File: config.mk
export PLATFORM = sky130hd
export DESIGN_NAME = asfb_top
export DESIGN_NICKNAME = d
export VERILOG_FILES = /design/src/pkg/asfb_pkg.sv /design/src/logic/asfb_chan.sv /design/src/logic/asfb_top.sv
export VERILOG_INCLUDE_DIRS = /design/src /design/src/pkg
export SDC_FILE = /design/constraint.sdc
export NUM_CORES = 1
export LEC_CHECK = 0
export ABC_AREA = 1
export BUFFER_PORTS_ARGS = -buffer_cell sky130_fd_sc_hd__buf_2
export CAP_MARGIN = 20
export CORE_UTILIZATION = 37
export CTS_BUF_LIST = sky130_fd_sc_hd__clkbuf_16
export DETAILED_ROUTE_END_ITERATION = 10
export HOLD_SLACK_MARGIN = 0.03
export PLACE_DENSITY_LB_ADDON = 0.1
export REMOVE_ABC_BUFFERS = 1
export SYNTH_ARGS = -nofsm -noshare
export SYNTH_HDL_FRONTEND = slang
export SYNTH_HIERARCHICAL = 1
export SYNTH_SLANG_ARGS = --single-unit
File: constraint.sdc
create_clock -name pclk -period 5.84 [get_ports pclk]
set_input_delay 1.168 -clock pclk [delete_from_list [all_inputs] [get_ports pclk]]
set_output_delay 1.168 -clock pclk [all_outputs]
set_load 0.02 [all_outputs]
File: src/pkg/asfb_map.svh
// register offsets, field positions, reset values and timing counts
// assumes inclusion by bare name from the serial channel design files
`ifndef ASFB_MAP_SVH
`define ASFB_MAP_SVH
`define ASFB_OFS_BAUD 5'h00
`define ASFB_OFS_CTRL 5'h04
`define ASFB_OFS_STAT 5'h08
`define ASFB_OFS_MASK 5'h0c
`define ASFB_OFS_DATA 5'h10
`define ASFB_CH_SEL_BIT 5
`define ASFB_BAUD_RST 13'h0000
`define ASFB_CTRL_RST 9'h000
`define ASFB_STAT_RST 7'h00
`define ASFB_MASK_RST 7'h00
`define ASFB_C_TE 0
`define ASFB_C_RE 1
`define ASFB_C_NINE 2
`define ASFB_C_PE 3
`define ASFB_C_PT 4
`define ASFB_C_LOOPS 5
`define ASFB_C_RSRC 6
`define ASFB_C_SBK 7
`define ASFB_C_RIE 8
`define ASFB_S_RXF 0
`define ASFB_S_TXD 1
`define ASFB_S_PERR 2
`define ASFB_S_FERR 3
`define ASFB_S_OVR 4
`define ASFB_S_BRK 5
`define ASFB_S_WAKE 6
`define ASFB_S_RAF 8
`define ASFB_S_BUSY 9
`define ASFB_OVS_LAST 4'hf
`define ASFB_MID_SAMPLE 4'h7
`define ASFB_BITS_8 4'ha
`endif

File: src/pkg/asfb_pkg.sv
// types shared by the serial channel top and its channel core
// assumes nothing beyond a SystemVerilog compiler
package asfb_pkg;
  typedef struct packed {
    logic [12:0] div;
    logic te;
    logic re;
    logic nine;
    logic pe;
    logic pt;
    logic sbk;
  } asfb_cfg_t;
  typedef struct packed {
    logic [8:0] data;
    logic perr;
    logic ferr;
    logic brk;
  } asfb_rx_t;
  typedef enum logic {TX_IDLE, TX_SHIFT} asfb_tx_st_t;
  typedef enum logic [1:0] {RX_IDLE, RX_START, RX_DATA, RX_STOP} asfb_rx_st_t;
  // parity over the payload; top data bit carries parity
  function automatic logic asfb_par(input logic [8:0] d, input logic nine, input logic odd);
    return (^d[6:0]) ^ (nine & d[7]) ^ odd;
  endfunction
endpackage

File: src/logic/asfb_chan.sv
// one serial channel: baud generator, transmitter and receiver
// assumes cfg stable during frames and rxd synchronous to pclk
`timescale 1ns/10ps
`include "asfb_map.svh"
module asfb_chan (
  input wire logic pclk,
  input wire logic presetn,
  input wire asfb_pkg::asfb_cfg_t cfg,
  input wire logic tx_load,
  input wire logic [8:0] tx_data,
  input wire logic rxd,
  output logic txd,
  output logic tx_busy,
  output logic tx_done,
  output asfb_pkg::asfb_rx_t rx_word,
  output logic rx_valid,
  output logic rx_active
);
  import asfb_pkg::*;
  logic gen_on_r;
  logic [12:0] bcnt_r;
  logic tick;
  asfb_tx_st_t tx_st_r;
  logic [10:0] tsh_r;
  logic [3:0] tsub_r, tbits_r;
  asfb_rx_st_t rx_st_r;
  logic [8:0] rsh_r;
  logic [3:0] rsub_r, rbits_r;
  logic [8:0] rx_pay;
  logic [10:0] frame;
  logic [3:0] nbits;

  // generator off until te/re first seen and while divisor is zero
  assign tick = gen_on_r && (cfg.div != 13'h0000) && (bcnt_r >= cfg.div - 13'h0001);
  always_ff @(posedge pclk or negedge presetn) begin
    if (!presetn) gen_on_r <= 1'b0;
    else if (cfg.te || cfg.re) gen_on_r <= 1'b1;
  end
  always_ff @(posedge pclk or negedge presetn) begin
    if (!presetn) bcnt_r <= 13'h0000;
    else if (!gen_on_r || tick) bcnt_r <= 13'h0000;
    else bcnt_r <= bcnt_r + 13'h0001;
  end

  // start 0, lsb first, optional parity in top bit, stop 1
  assign frame = cfg.nine ?
    {1'b1, cfg.pe ? asfb_par(tx_data, 1'b1, cfg.pt) : tx_data[8], tx_data[7:0], 1'b0} :
    {2'b11, cfg.pe ? asfb_par(tx_data, 1'b0, cfg.pt) : tx_data[7], tx_data[6:0], 1'b0};
  assign nbits = `ASFB_BITS_8 + {3'h0, cfg.nine};
  assign txd = (tx_st_r == TX_SHIFT) ? tsh_r[0] : 1'b1;
  assign tx_busy = (tx_st_r == TX_SHIFT);
  always_ff @(posedge pclk or negedge presetn) begin
    if (!presetn) begin
      tx_st_r <= TX_IDLE;
      tsh_r <= 11'h7ff;
      tsub_r <= 4'h0;
      tbits_r <= 4'h0;
      tx_done <= 1'b0;
    end else begin
      tx_done <= 1'b0;
      case (tx_st_r)
        TX_IDLE: begin
          tsub_r <= 4'h0;
          tbits_r <= 4'h0;
          if (cfg.te && cfg.sbk && gen_on_r) begin
            tsh_r <= 11'h000;
            tx_st_r <= TX_SHIFT;
          end else if (tx_load) begin
            tsh_r <= frame;
            tx_st_r <= TX_SHIFT;
          end
        end
        TX_SHIFT: begin
          if (tick) begin
            tsub_r <= tsub_r + 4'h1;
            if (tsub_r == `ASFB_OVS_LAST) begin
              tsh_r <= {1'b1, tsh_r[10:1]};
              tbits_r <= tbits_r + 4'h1;
              if (tbits_r == nbits - 4'h1) begin
                tx_st_r <= TX_IDLE;
                tx_done <= 1'b1;
              end
            end
          end
        end
        default: tx_st_r <= TX_IDLE;
      endcase
    end
  end

  // 16x oversampling, resync on start edge, sample at bit centres
  assign rx_pay = cfg.nine ? rsh_r : {1'b0, rsh_r[8:1]};
  assign rx_active = (rx_st_r != RX_IDLE);
  always_ff @(posedge pclk or negedge presetn) begin
    if (!presetn) begin
      rx_st_r <= RX_IDLE;
      rsh_r <= 9'h000;
      rsub_r <= 4'h0;
      rbits_r <= 4'h0;
      rx_valid <= 1'b0;
      rx_word <= '0;
    end else begin
      rx_valid <= 1'b0;
      case (rx_st_r)
        RX_IDLE: begin
          rsub_r <= 4'h0;
          rbits_r <= 4'h0;
          if (cfg.re && tick && !rxd) rx_st_r <= RX_START;
        end
        RX_START: begin
          if (tick) begin
            rsub_r <= rsub_r + 4'h1;
            if (rsub_r == `ASFB_MID_SAMPLE) begin
              rsub_r <= 4'h0;
              rx_st_r <= rxd ? RX_IDLE : RX_DATA;
            end
          end
        end
        RX_DATA: begin
          if (tick) begin
            rsub_r <= rsub_r + 4'h1;
            if (rsub_r == `ASFB_OVS_LAST) begin
              rsh_r <= {rxd, rsh_r[8:1]};
              rbits_r <= rbits_r + 4'h1;
              if (rbits_r == nbits - 4'h3) rx_st_r <= RX_STOP;
            end
          end
        end
        RX_STOP: begin
          if (tick) begin
            rsub_r <= rsub_r + 4'h1;
            if (rsub_r == `ASFB_OVS_LAST) begin
              rx_st_r <= RX_IDLE;
              rx_valid <= 1'b1;
              rx_word.data <= rx_pay;
              rx_word.ferr <= !rxd;
              rx_word.brk <= !rxd && (rx_pay == 9'h000);
              rx_word.perr <= cfg.pe && (asfb_par(rx_pay, cfg.nine, cfg.pt) !=
                (cfg.nine ? rx_pay[8] : rx_pay[7]));
            end
          end
        end
        default: rx_st_r <= RX_IDLE;
      endcase
    end
  end
endmodule

File: src/logic/asfb_top.sv
// two-channel async serial block with apb register slave and interrupt
// assumes apb master in pclk domain; pins synchronous to pclk
//
// The APB slave port and the register offsets are this design's own decisions.
`timescale 1ns/10ps
`include "asfb_map.svh"
// Operation
// - frame is one start, eight or nine data bits, one stop, nrz
// - line rests high while idle
// - each character opens with a low start bit
// - data bits go and come least significant bit first
// - frame closes with a high stop bit
// - line low for a whole frame or longer is a break
// - optional hardware parity, odd or even, in the top data bit
// - receiver flags parity mismatch in hardware
// - baud generator is a 13-bit modulus counter
// - baud generator runs from the module clock only
// - divisor 26 at 4 mhz or 52 at 8 mhz gives 9600 baud
// - receiver-active interrupt only in wait with pll supply high and enabled
// - two independent channels, each with own generator, tx and rx
// - single-wire mode uses one pin and frees the other
// - bit rate is clock over sixteen times the 13-bit divisor
// - generator off until te or re first set, and at divisor zero
// - format bit picks eight or nine data bits
module asfb_top (
  input wire logic pclk,
  input wire logic presetn,
  input wire logic psel,
  input wire logic penable,
  input wire logic pwrite,
  input wire logic [7:0] paddr,
  input wire logic [31:0] pwdata,
  output logic [31:0] prdata,
  output logic pready,
  output logic pslverr,
  output logic irq,
  input wire logic wait_mode,
  input wire logic pll_supply_level,
  input wire logic [1:0] rxd_i,
  input wire logic [1:0] txd_i,
  output logic [1:0] txd_o,
  output logic [1:0] txd_oe,
  output logic [1:0] rxd_pin_free
);
  import asfb_pkg::*;

  function automatic logic ofs_known(input logic [4:0] o);
    return (o == `ASFB_OFS_BAUD) || (o == `ASFB_OFS_CTRL) || (o == `ASFB_OFS_STAT) ||
      (o == `ASFB_OFS_MASK) || (o == `ASFB_OFS_DATA);
  endfunction

  logic pready_r;
  logic pslverr_r;
  logic [31:0] prdata_r;
  logic irq_r;
  logic [1:0] txd_o_r;
  logic [1:0] txd_oe_r;
  logic [1:0] free_r;

  wire access = psel && penable && !pready_r;
  wire taken = psel && penable && pready_r;
  wire [4:0] ofs = paddr[4:0];
  wire ch_sel = paddr[`ASFB_CH_SEL_BIT];
  wire hit = (paddr[7:6] == 2'b00) && ofs_known(ofs);
  wire wr_en = taken && pwrite && hit;
  wire rd_stat = taken && !pwrite && hit && (ofs == `ASFB_OFS_STAT);

  logic [31:0] rd_ch [2];
  logic [1:0] txd_w;
  logic [1:0] oe_nxt;
  logic [1:0] loops_w;
  logic [1:0] irq_ch;

  // one register per channel group; both groups share decode
  for (genvar i = 0; i < 2; i++) begin : g_ch
    logic [12:0] baud_r;
    logic [8:0] ctrl_r;
    logic [6:0] stat_r;
    logic [6:0] stat_nxt;
    logic [6:0] mask_r;
    logic [6:0] ev;
    logic [6:0] clr;
    logic [8:0] rdat_r;
    logic act_d_r;
    asfb_cfg_t cfg;
    asfb_rx_t rxw;
    logic txd_c;
    logic busy;
    logic done;
    logic rv;
    logic act;
    logic rx_in;
    logic wake;
    logic tx_load;
    wire me = (ch_sel == 1'(i));
    wire wr_baud = wr_en && me && (ofs == `ASFB_OFS_BAUD);
    wire wr_ctrl = wr_en && me && (ofs == `ASFB_OFS_CTRL);
    wire wr_mask = wr_en && me && (ofs == `ASFB_OFS_MASK);
    wire wr_data = wr_en && me && (ofs == `ASFB_OFS_DATA);
    wire loops = ctrl_r[`ASFB_C_LOOPS];
    wire rsrc = ctrl_r[`ASFB_C_RSRC];

    assign cfg.div = baud_r;
    assign cfg.te = ctrl_r[`ASFB_C_TE];
    assign cfg.re = ctrl_r[`ASFB_C_RE];
    assign cfg.nine = ctrl_r[`ASFB_C_NINE];
    assign cfg.pe = ctrl_r[`ASFB_C_PE];
    assign cfg.pt = ctrl_r[`ASFB_C_PT];
    assign cfg.sbk = ctrl_r[`ASFB_C_SBK];

    // writes while busy are dropped; software polls the busy bit
    assign tx_load = wr_data && cfg.te && !busy;
    // loop feeds tx internally, single wire listens on the tx pin
    assign rx_in = loops ? (rsrc ? txd_i[i] : txd_c) : rxd_i[i];
    // receiver-active rising edge only counts in wait with pll supply up
    assign wake = wait_mode && pll_supply_level && act && !act_d_r;
    assign ev[`ASFB_S_RXF] = rv;
    assign ev[`ASFB_S_TXD] = done;
    assign ev[`ASFB_S_PERR] = rv && rxw.perr;
    assign ev[`ASFB_S_FERR] = rv && rxw.ferr;
    assign ev[`ASFB_S_OVR] = rv && stat_r[`ASFB_S_RXF];
    assign ev[`ASFB_S_BRK] = rv && rxw.brk;
    assign ev[`ASFB_S_WAKE] = wake;
    // clear only bits that were shown; new events win over the clear
    assign clr = (rd_stat && me) ? prdata_r[6:0] : 7'h00;
    assign stat_nxt = (stat_r & ~clr) | ev;

    asfb_chan u_chan (
      .pclk(pclk),
      .presetn(presetn),
      .cfg(cfg),
      .tx_load(tx_load),
      .tx_data(pwdata[8:0]),
      .rxd(rx_in),
      .txd(txd_c),
      .tx_busy(busy),
      .tx_done(done),
      .rx_word(rxw),
      .rx_valid(rv),
      .rx_active(act)
    );

    always_ff @(posedge pclk or negedge presetn) begin
      if (!presetn) begin
        baud_r <= `ASFB_BAUD_RST;
        ctrl_r <= `ASFB_CTRL_RST;
        mask_r <= `ASFB_MASK_RST;
      end else begin
        if (wr_baud) baud_r <= pwdata[12:0];
        if (wr_ctrl) ctrl_r <= pwdata[8:0];
        if (wr_mask) mask_r <= pwdata[6:0];
      end
    end

    always_ff @(posedge pclk or negedge presetn) begin
      if (!presetn) begin
        stat_r <= `ASFB_STAT_RST;
        rdat_r <= 9'h000;
        act_d_r <= 1'b0;
      end else begin
        stat_r <= stat_nxt;
        act_d_r <= act;
        // on overrun the older character is kept
        if (rv && !stat_r[`ASFB_S_RXF]) rdat_r <= rxw.data;
      end
    end

    assign rd_ch[i] =
      (ofs == `ASFB_OFS_BAUD) ? {19'h0_0000, baud_r} :
      (ofs == `ASFB_OFS_CTRL) ? {23'h00_0000, ctrl_r} :
      (ofs == `ASFB_OFS_STAT) ? {22'h00_0000, busy, act, 1'b0, stat_r} :
      (ofs == `ASFB_OFS_MASK) ? {25'h000_0000, mask_r} :
      (ofs == `ASFB_OFS_DATA) ? {23'h00_0000, rdat_r} : 32'h0000_0000;
    // receiver-active wake also needs the receiver interrupt enable
    assign irq_ch[i] = |(stat_r & mask_r & {ctrl_r[`ASFB_C_RIE], 6'h3f});
    assign txd_w[i] = txd_c;
    assign loops_w[i] = loops;
    // internal loop hides tx; single wire drives the pin only mid-frame
    assign oe_nxt[i] = cfg.te && (!loops || (rsrc && busy));
  end

  always_ff @(posedge pclk or negedge presetn) begin
    if (!presetn) begin
      pready_r <= 1'b0;
      pslverr_r <= 1'b0;
      prdata_r <= 32'h0000_0000;
    end else begin
      pready_r <= access;
      pslverr_r <= access && !hit;
      prdata_r <= (access && !pwrite && hit) ? rd_ch[ch_sel] : 32'h0000_0000;
    end
  end

  // pins are re-timed so every output leaves from a flop
  always_ff @(posedge pclk or negedge presetn) begin
    if (!presetn) begin
      irq_r <= 1'b0;
      txd_o_r <= 2'b11;
      txd_oe_r <= 2'b00;
      free_r <= 2'b00;
    end else begin
      irq_r <= |irq_ch;
      txd_o_r <= txd_w;
      txd_oe_r <= oe_nxt;
      free_r <= loops_w;
    end
  end

  assign prdata = prdata_r;
  assign pready = pready_r;
  assign pslverr = pslverr_r;
  assign irq = irq_r;
  assign txd_o = txd_o_r;
  assign txd_oe = txd_oe_r;
  assign rxd_pin_free = free_r;
endmodule

==> impl.org, run 1 <==
** Clocking
- TritonCTS built the clock tree.
- Clock-pin slew on the worst setup and hold paths :: approximately 60 ps
- Hold-fix buffers, CTS :: 0
- Number of levels the H-tree was split into :: 1
- Once the clock tree was built, the setup fixing pass inserted 0 buffers.
- Number of clock sinks :: 248
- No sink is reached through more buffers than the 3 on the longest clock path.
- The tree is rooted in a sky130_fd_sc_hd__clkbuf_16.
- TritonCTS created 30 clock buffers.
- Clock latency of the later-clocked register in the worst-skew pair :: approximately 570 ps
- Post-CTS resize count :: 0

** Place
- Count of buffers inserted at the top-level ports :: 53
- In this run the cell area measured after placement is roughly 14000 um^2.
- Final HPWL DP :: 25.28 mm
- Timing analysis after detailed placement gives a worst setup slack of ~2200 ps.
- Routability-driven placement finished with a final weighted congestion of 0.8257.

** Synthesis
- For this run, asynchronously set or reset flops after synthesis account for between 90% and 100%.
- Most used flip-flop cell after synthesis :: sky130_fd_sc_hd__dfrtp_1
- After synthesis, the share of cell area in mux cells is ~1.5%.
- Xor/xnor share of the synthesized area :: around 3.4%
- Arithmetic-cell share of the synthesized area counting full adders, half adders and majority gates :: between 4 and 5%
- Dominant combinational cell family by area after synthesis :: simple AND/OR/NAND/NOR gates
- Most used standard cell by instance count after synthesis :: sky130_fd_sc_hd__nand2_1
- Synthesized-area fraction occupied by and/or/nand/nor cells :: 28.82%
- Most used standard cells in the synthesized netlist :: sky130_fd_sc_hd__nand2_1, sky130_fd_sc_hd__dfrtp_1, sky130_fd_sc_hd__inv_1, sky130_fd_sc_hd__nor2_1, sky130_fd_sc_hd__nand4_1
- In the post-synthesis netlist, the biggest area contributors are sky130_fd_sc_hd__dfrtp_1, sky130_fd_sc_hd__nand2_1, sky130_fd_sc_hd__inv_1, sky130_fd_sc_hd__dfstp_2, sky130_fd_sc_hd__ha_1.
- Sequential elements use ~45% of the synthesized area.
- The average instance in the mapped netlist occupies around 8 um^2.
- Flip-flop and latch count after synthesis :: ~250
- Distinct cell type count of the synthesized netlist :: between 50 and 60
- Yosys printed 6 warnings.
- EDFF count, synth :: 0
- The top cell type by area accounts for between 40% and 50% of the synthesized area.
- The cell area that synthesis handed to floorplanning was roughly 14000 um^2.
- Mapped Cells :: about 1700
- Compound-gate portion of the synthesized area :: 8.736%
- Synth area leader :: sky130_fd_sc_hd__dfrtp_1

** Setup path
- CP Cell Sequence :: nor3_1, nand3b_1, nor4_1, nand3b_1, xnor2_1, inv_1, ha_1, nand2_1, nor2_2, and2_1, nand2_1, nand3_2, nand3_2, nand2_1, nand2_1, nor2_1, a21oi_1
- Classification of the worst setup path :: register to register
- On the worst path, the slowest cell contributes a delay of between 400 and 500 ps.
- For the worst setup path, the data arrival time is just over 4000 ps.
- Maximum fanout encountered on the critical timing path :: 20
- At the worst endpoint, the required time is ~6300 ps.
- Crit. End Element :: register
- Critical path's most frequent cell :: sky130_fd_sc_hd__nand2_1
- Sort of element at the start of the critical path :: register
- For this design, the slowest cell found on the critical path is sky130_fd_sc_hd__dfrtp_1.

** Global routing
- Entering global routing, the biggest net connects approximately 120 pins.
- The via count of the first global-routing pass came to 10740.
- Antenna violations before repair :: 0
- The first global-routing pass estimated slightly below 60 mm of wire.
- For this run, the total global-route usage over all layers was measured as 19.09%.
- Global routing finished with a remaining overflow of 0.

** Worst hold path
- The tightest min-delay check is of the register to register type.

** STA
- Final hold violation count :: 0
- Final count of negative-setup-slack endpoints :: 0
- The final-report max-slew violation count is 0.
- The worst pin sits at a relative slew slack of ~33%.
- Setup slack closes at between 2000 and 2500 ps.
- Highest attainable clock frequency :: 274.7 MHz
- Subtracting the final worst setup slack from the clock period gives ~3600 ps.
- For the pin with the worst max-slew slack, the measured transition is ~990 ps.
- For the final routed database, the setup TNS stands at 0 ps.
- Setup repair after global routing left no endpoint under its margin.
- In the finished design, the share of the clock period the worst path needs comes to a little over 60%.
- For the final database, setup skew stands at 22.12 ps.

** Drt
- Residual antenna-violating net count after detailed routing :: 0
- Number of detailed-route iterations in the first pass :: 5
- The final layout contains routed wiring with a total length of roughly 36 mm.
- Initial DRC count :: between 600 and 700
- DRC violation count after routing :: 0
- The final route contains about 11000 vias.
- In the routed layout, each cell is associated on average with a via count of between 4 and 5.
- Dividing the detail-routed wire length by the instance count gives 15.79 um.

** Power and ir drop
- Sequential cells burn between 40% and 50% of the power.
- The internal portion of the total power is just under 3 mW.
- The clock network is responsible for between 50% and 60% of the overall power.
- Power spread over the standard cell area amounts to roughly 250 nW/um^2.
- Summed over all nets, the switching power comes to roughly 900 uW.
- Gate power share :: under 10%
- Switching fraction of total power :: a little under a quarter
- In this run the static leakage power is a little under 8 nW.
- Across the VDD grid, the largest voltage drop is 179.1 uV.

** Final layout
- Relative to the synthesized area, the layout overhead comes to 11.33%.
- Area of all placed cells without fillers :: approximately 15000 um^2
- Cells with a size suffix above 1 make up roughly an eighth of the layout.
- Total inserted antenna cells :: 0
- Final nets :: 1877

** Status
- The flow ran to the end, and the final reports show no timing, DRC or antenna violations.

** Die
- Initial core utilization :: a little under two fifths
- Die Height :: around 200 um
- Die Wd :: 196.0 um
- Area of the die :: 38400 um^2
- The floorplan has 70 rows.
- Pin placement for this block handled 92 I/O pins.
- After floorplanning, the core was sized to cover between 30000 and 40000 um^2.

** Run
- Max-cap violations in this run came to 0.
layout make-up:
class | instances | area (um^2)
clock buffers | 30 | 750.7
clock inverters | 25 | 251.5
fillers | 3757 | 21290
inverters | 199 | 747.0
multi-input cells | 1237 | 6556
flip-flops and latches | 248 | 6236
well taps | 468 | 585.6
repair buffers | 64 | 370.4
flip-flops by register name, indices dropped and copies added, names as in the netlist, 8 cells and up, named ones only:
register / cells
g_ch.u_chan/tsh_r: 22
g_ch.u_chan/tsub_r: 8
g_ch.u_chan/rsub_r: 8
prdata: 13
g_ch.mask_r: 14
g_ch.u_chan/rbits_r: 8
g_ch.u_chan/bcnt_r: 26
g_ch.u_chan/rsh_r: 18
g_ch.u_chan/tbits_r: 8
g_ch.stat_r: 14
g_ch.rdat_r: 18
g_ch.u_chan/rx_word: 24
g_ch.ctrl_r: 18
g_ch.baud_r: 26
path summary, 6_finish.rpt:
check / start / end / slack [ps] / cells past startpoint
worst max-delay path: g_ch[0].baud_r[2] / g_ch[0].u_chan/tsh_r[9] / 2200 / 17
worst min-delay path: g_ch[1].act_d_r / g_ch[1].stat_r[6] / 420 / 1
worst max register to register: g_ch[0].baud_r[2] / g_ch[0].u_chan/tsh_r[9] / 2200 / 17
worst min register to register: g_ch[1].act_d_r / g_ch[1].stat_r[6] / 420 / 1
max in group asynchronous: presetn / g_ch[0].u_chan/rx_word[0] / 4060 / 2
min in group asynchronous: presetn / txd_oe[1] / 700 / 1
through the flow:
step | std cells | hold slack [ps] | total power [mW] | utilization, %
after global routing | 2271 | 441.6 | 3.963 | 42.13
after detailed placement | 2216 | 410.7 | 1.929 | 39.40
after CTS | 2271 | 418.5 | 3.858 | 42.13
after global placement | 2216 | 404.2 | 1.929 | 39.40
after floorplan | 1684 | 399.8 | 1.827 | -
final | 2271 | 416.5 | 3.806 | 42.13
per-layer routing:
metal	GRT usage, %	part of all wire, %
met5	0	0
met4	4.311	1.9
met3	2.493	4.1
met2	29.70	44
met1	28.14	50
power groups by stage:
stage | clock network, mW | registers (mW) | logic [mW]
6_report | 1.91 | 1.72 | 0.170
5_1_grt | 2.05 | 1.72 | 0.192
4_1_cts | 1.96 | 1.72 | 0.174
3_5_place_dp | 0 | 1.76 | 0.173
3_3_place_gp | 0 | 1.76 | 0.173
2_1_floorplan | 0 | 1.76 | 0.0706
placed cells by master, fill, tap and decap left out, types with 9 or more instances in the layout:
cell type / count
sky130_fd_sc_hd__a21oi_1: 61
sky130_fd_sc_hd__buf_2: 52
sky130_fd_sc_hd__buf_4: 10
sky130_fd_sc_hd__clkbuf_16: 30
sky130_fd_sc_hd__conb_1: 19
sky130_fd_sc_hd__dfrtp_1: 224
sky130_fd_sc_hd__dfstp_2: 24
sky130_fd_sc_hd__ha_1: 46
sky130_fd_sc_hd__inv_1: 191
sky130_fd_sc_hd__inv_2: 12
sky130_fd_sc_hd__mux2_2: 18
sky130_fd_sc_hd__nand2_1: 496
sky130_fd_sc_hd__nand3_1: 83
sky130_fd_sc_hd__nand3_2: 9
sky130_fd_sc_hd__nand4_1: 88
sky130_fd_sc_hd__nor2_1: 135
sky130_fd_sc_hd__nor2_2: 14
sky130_fd_sc_hd__nor3_1: 23
sky130_fd_sc_hd__o21ai_0: 75
sky130_fd_sc_hd__o21ai_1: 23
sky130_fd_sc_hd__o21ai_2: 12
sky130_fd_sc_hd__xnor2_1: 18
sky130_fd_sc_hd__xor2_1: 36
kinds of logic (layout without fill, tap and decap cells):
group | count (synthesis) | count (layout)
adder cells (fa/ha/maj) | 46 | 46
flip-flops | 248 | 248
AO/OA/AOI/OAI | 211 | 211
other | 1 | 19
XOR/XNOR | 54 | 54
buffers and inverters | 277 | 318
multiplexers | 18 | 18
AND/OR/NAND/NOR | 889 | 889
critical path, delay by kind of cell (launching register included):
family,cells,cell delay (ps)
compound gates,1,90
xor+xnor,1,160
buf+inv,1,60
flops,1,440
fa+ha+maj,1,260
simple gates,13,2560
Power figures use the tool's default switching activity.
==> inputs of run 2 (changes only) <==
clock period = 3.8 ns   (was 5.84 ns; I/O delays follow)
==> impl.org, run 2 (synthesis results as in run 1) <==
** Global routing
- Antenna violations before repair :: 0
- GRT Residual Overflow :: 0
- Global routing used 19.43% of the available tracks across all layers.
- First-pass GRT wire length :: about 59 mm
- Entering global routing, the biggest net connects between 100 and 150 pins.
- Vias in the first global route :: between 10000 and 15000

** Clocking
- Number of levels the H-tree was split into :: 1
- Buffers added to address setup during post-CTS repair amount to 0.
- Clock-pin slew on the worst setup and hold paths :: roughly 60 ps
- TritonCTS built the clock tree.
- CTS placed an instance of sky130_fd_sc_hd__clkbuf_16 at the clock tree root.
- Num CTS Buffers :: 30
- Post-CTS resize count :: 0
- Clock latency of the later-clocked register in the worst-skew pair :: 590 ps
- No sink is reached through more buffers than the 3 on the longest clock path.
- Hold-fix buffers, CTS :: 0
- The tree built by TritonCTS fans out to 248 sinks.

** Setup path
- The worst setup path is of the register to register kind.
- The number of buffers and inverters on the critical path is 1.
- Critical path's slowest cell :: sky130_fd_sc_hd__dfrtp_1
- The worst setup path is captured at a register.
- The worst setup path is launched from a register.
- Required time of the worst setup path :: around 4300 ps
- Traced cell by cell, the critical path runs through nor3_1, nand3b_1, nor4_1, nand3b_1, xnor2_1, inv_1, ha_1, nand2_1, nor2_2, and2_1, nand2_1, nand3_2, nand2_4, nor2_4, nand2_4, nor2_8, o21ai_0.
- Top delay family on crit path :: simple AND/OR/NAND/NOR gates
- Data arrival, critical path :: 3850 ps
- In this design, the stage delay of the slowest critical-path cell is around 450 ps.
- Along the worst path, the maximum fanout reaches 19.

** Die
- The floorplan step set the die height to between 150 and 200 um.
- Initial core utilization :: approximately 38%
- Die Wd :: slightly below 200 um
- The die covers ~38000 um^2.
- Core Footprint :: around 37000 um^2
- After floorplanning, the core was divided into 70 placement rows.
- between 90 and 100 I/O pins were placed.

** Run
- Max-cap violations in this run came to 0.

** STA
- Setup violations remaining at the end of the flow were counted as 0.
- Final period util :: a little under 90%
- For the pin with the worst max-slew slack, the measured transition is a little over 700 ps.
- Final setup skew :: 25.56 ps
- Final hold violation count :: 0
- Setup repair after global routing left no endpoint under its margin.
- Fin. max-slew vios :: 0
- Highest attainable clock frequency :: about 290 MHz
- Max-slew headroom :: a little over half
- Crit path time final :: about 3400 ps

** Drt
- Using the TritonRoute via totals, the vias-per-cell ratio works out to ~5.
- The routed layout has approximately 11000 vias.
- For this block, the routed nets add up to approximately 36 mm of wire.
- In the routed design, unresolved DRC markers number 0.
- The detail route stage leaves a number of antenna-violating nets equal to 0.
- After the first detailed-routing iteration, the DRC count stood at 664.
- In the final routed layout, each cell accounts on average for 15.91 um.
- The first detailed-routing pass ran for 6 iterations.

** Final layout
- At the end of the flow the core is filled with cells to 42.01%.
- Total inserted antenna cells :: 0
- Cells with a size suffix above 1 make up around an eighth of the layout.
- In the final design database the tool counted around 1900 nets.
- Once layout is done, the placed cells without fillers occupy between 15000 and 20000 um^2.
- In the final layout, the multi-input gates occupy ~6600 um^2.
- Compared with the post-synthesis result, the final layout area differs by 11.00%.
- Number of fill cells in the layout :: 3773
- Sequential cell area :: between 6000 and 7000 um^2
- The library cell used most frequently in the layout, excluding fill and tap cells, is sky130_fd_sc_hd__nand2_1.
- Biggest registers after layout :: g_ch.baud_r (26), g_ch.u_chan/bcnt_r (26), g_ch.u_chan/rx_word (24)
- Leaving out fill and tap cells, the most frequent cells in the layout are sky130_fd_sc_hd__nand2_1, sky130_fd_sc_hd__dfrtp_1, sky130_fd_sc_hd__inv_1.

** Status
- The flow ran to the end, and the final reports show no timing, DRC or antenna violations.

** Worst hold path
- The min-delay analysis places its worst path in the category primary input to async pin.

** Power and ir drop
- Leakage dissipation :: 7.899 nW
- Dividing total power by cell area gives a power density of between 300 and 400 nW/um^2.
- VDD sags by at most 307.8 uV.

** Place
- Total cell area at the placement stage :: approximately 15000 um^2
- Count of buffers inserted at the top-level ports :: 53
- Final HPWL DP :: about 26 mm
- Placer congestion estimate :: 0.8012
==> run 2: worst paths after layout <==
path / start / endpoint / slack (ps) / depth (start not counted)
min: presetn / g_ch[1].u_chan/rbits_r[3] / 70 / 1
min reg2reg: g_ch[0].act_d_r / g_ch[0].stat_r[6] / 410 / 1
max in group asynchronous: presetn / g_ch[0].u_chan/rsh_r[5] / 2810 / 2
max: g_ch[0].baud_r[2] / g_ch[0].u_chan/rsh_r[0] / 410 / 17
min in group pclk: g_ch[0].act_d_r / g_ch[0].stat_r[6] / 410 / 1
max reg2reg: g_ch[0].baud_r[2] / g_ch[0].u_chan/rsh_r[0] / 410 / 17
==> run 2: area by class of cell <==
cell class / instances / area share, %
clock buffer: 30 / 4.858
clock inverter: 26 / 0.8502
inverter: 199 / 4.834
multi-input combinational: 1237 / 42.43
sequential: 248 / 40.36
tap: 468 / 3.789
timing repair buffer: 74 / 2.883
==> run 2: stage by stage <==
| stage | TNS, ps | power [mW] | instances | setup slack (ps) | hold slack, ps |
|---|---|---|---|---|---|
| after floorplan | -10880 | 2.807 | 1684 | -314.5 | 399.8 |
| after global placement | 0 | 2.965 | 2226 | 436.3 | 404.0 |
| after detailed placement | 0 | 2.966 | 2226 | 401.1 | 407.7 |
| after CTS | 0 | 5.600 | 2282 | 387.2 | 50.34 |
| after global routing | 0 | 5.730 | 2282 | 57.17 | 62.68 |
| final | 0 | 5.517 | 2282 | 410.2 | 70.18 |
==> run 2: routing by layer <==
| layer | wire [um] | GRT usage [%] | vias up |
|---|---|---|---|
| li1 | - | - | 5722 |
| met1 | 18070 | 28.72 | 5383 |
| met2 | 15920 | 29.64 | 198 |
| met3 | 1678 | 3.627 | 38 |
| met4 | 635 | 3.675 | 0 |
| met5 | 0 | 0 | - |
==> run 2: power breakdown <==
part           leakage, nW  internal [mW]  switching (mW)
Clock                0.483           1.42            1.18
Combinational         4.15         0.0554           0.209
Sequential            3.26           2.65         0.00419
Total                 7.90           4.13            1.39
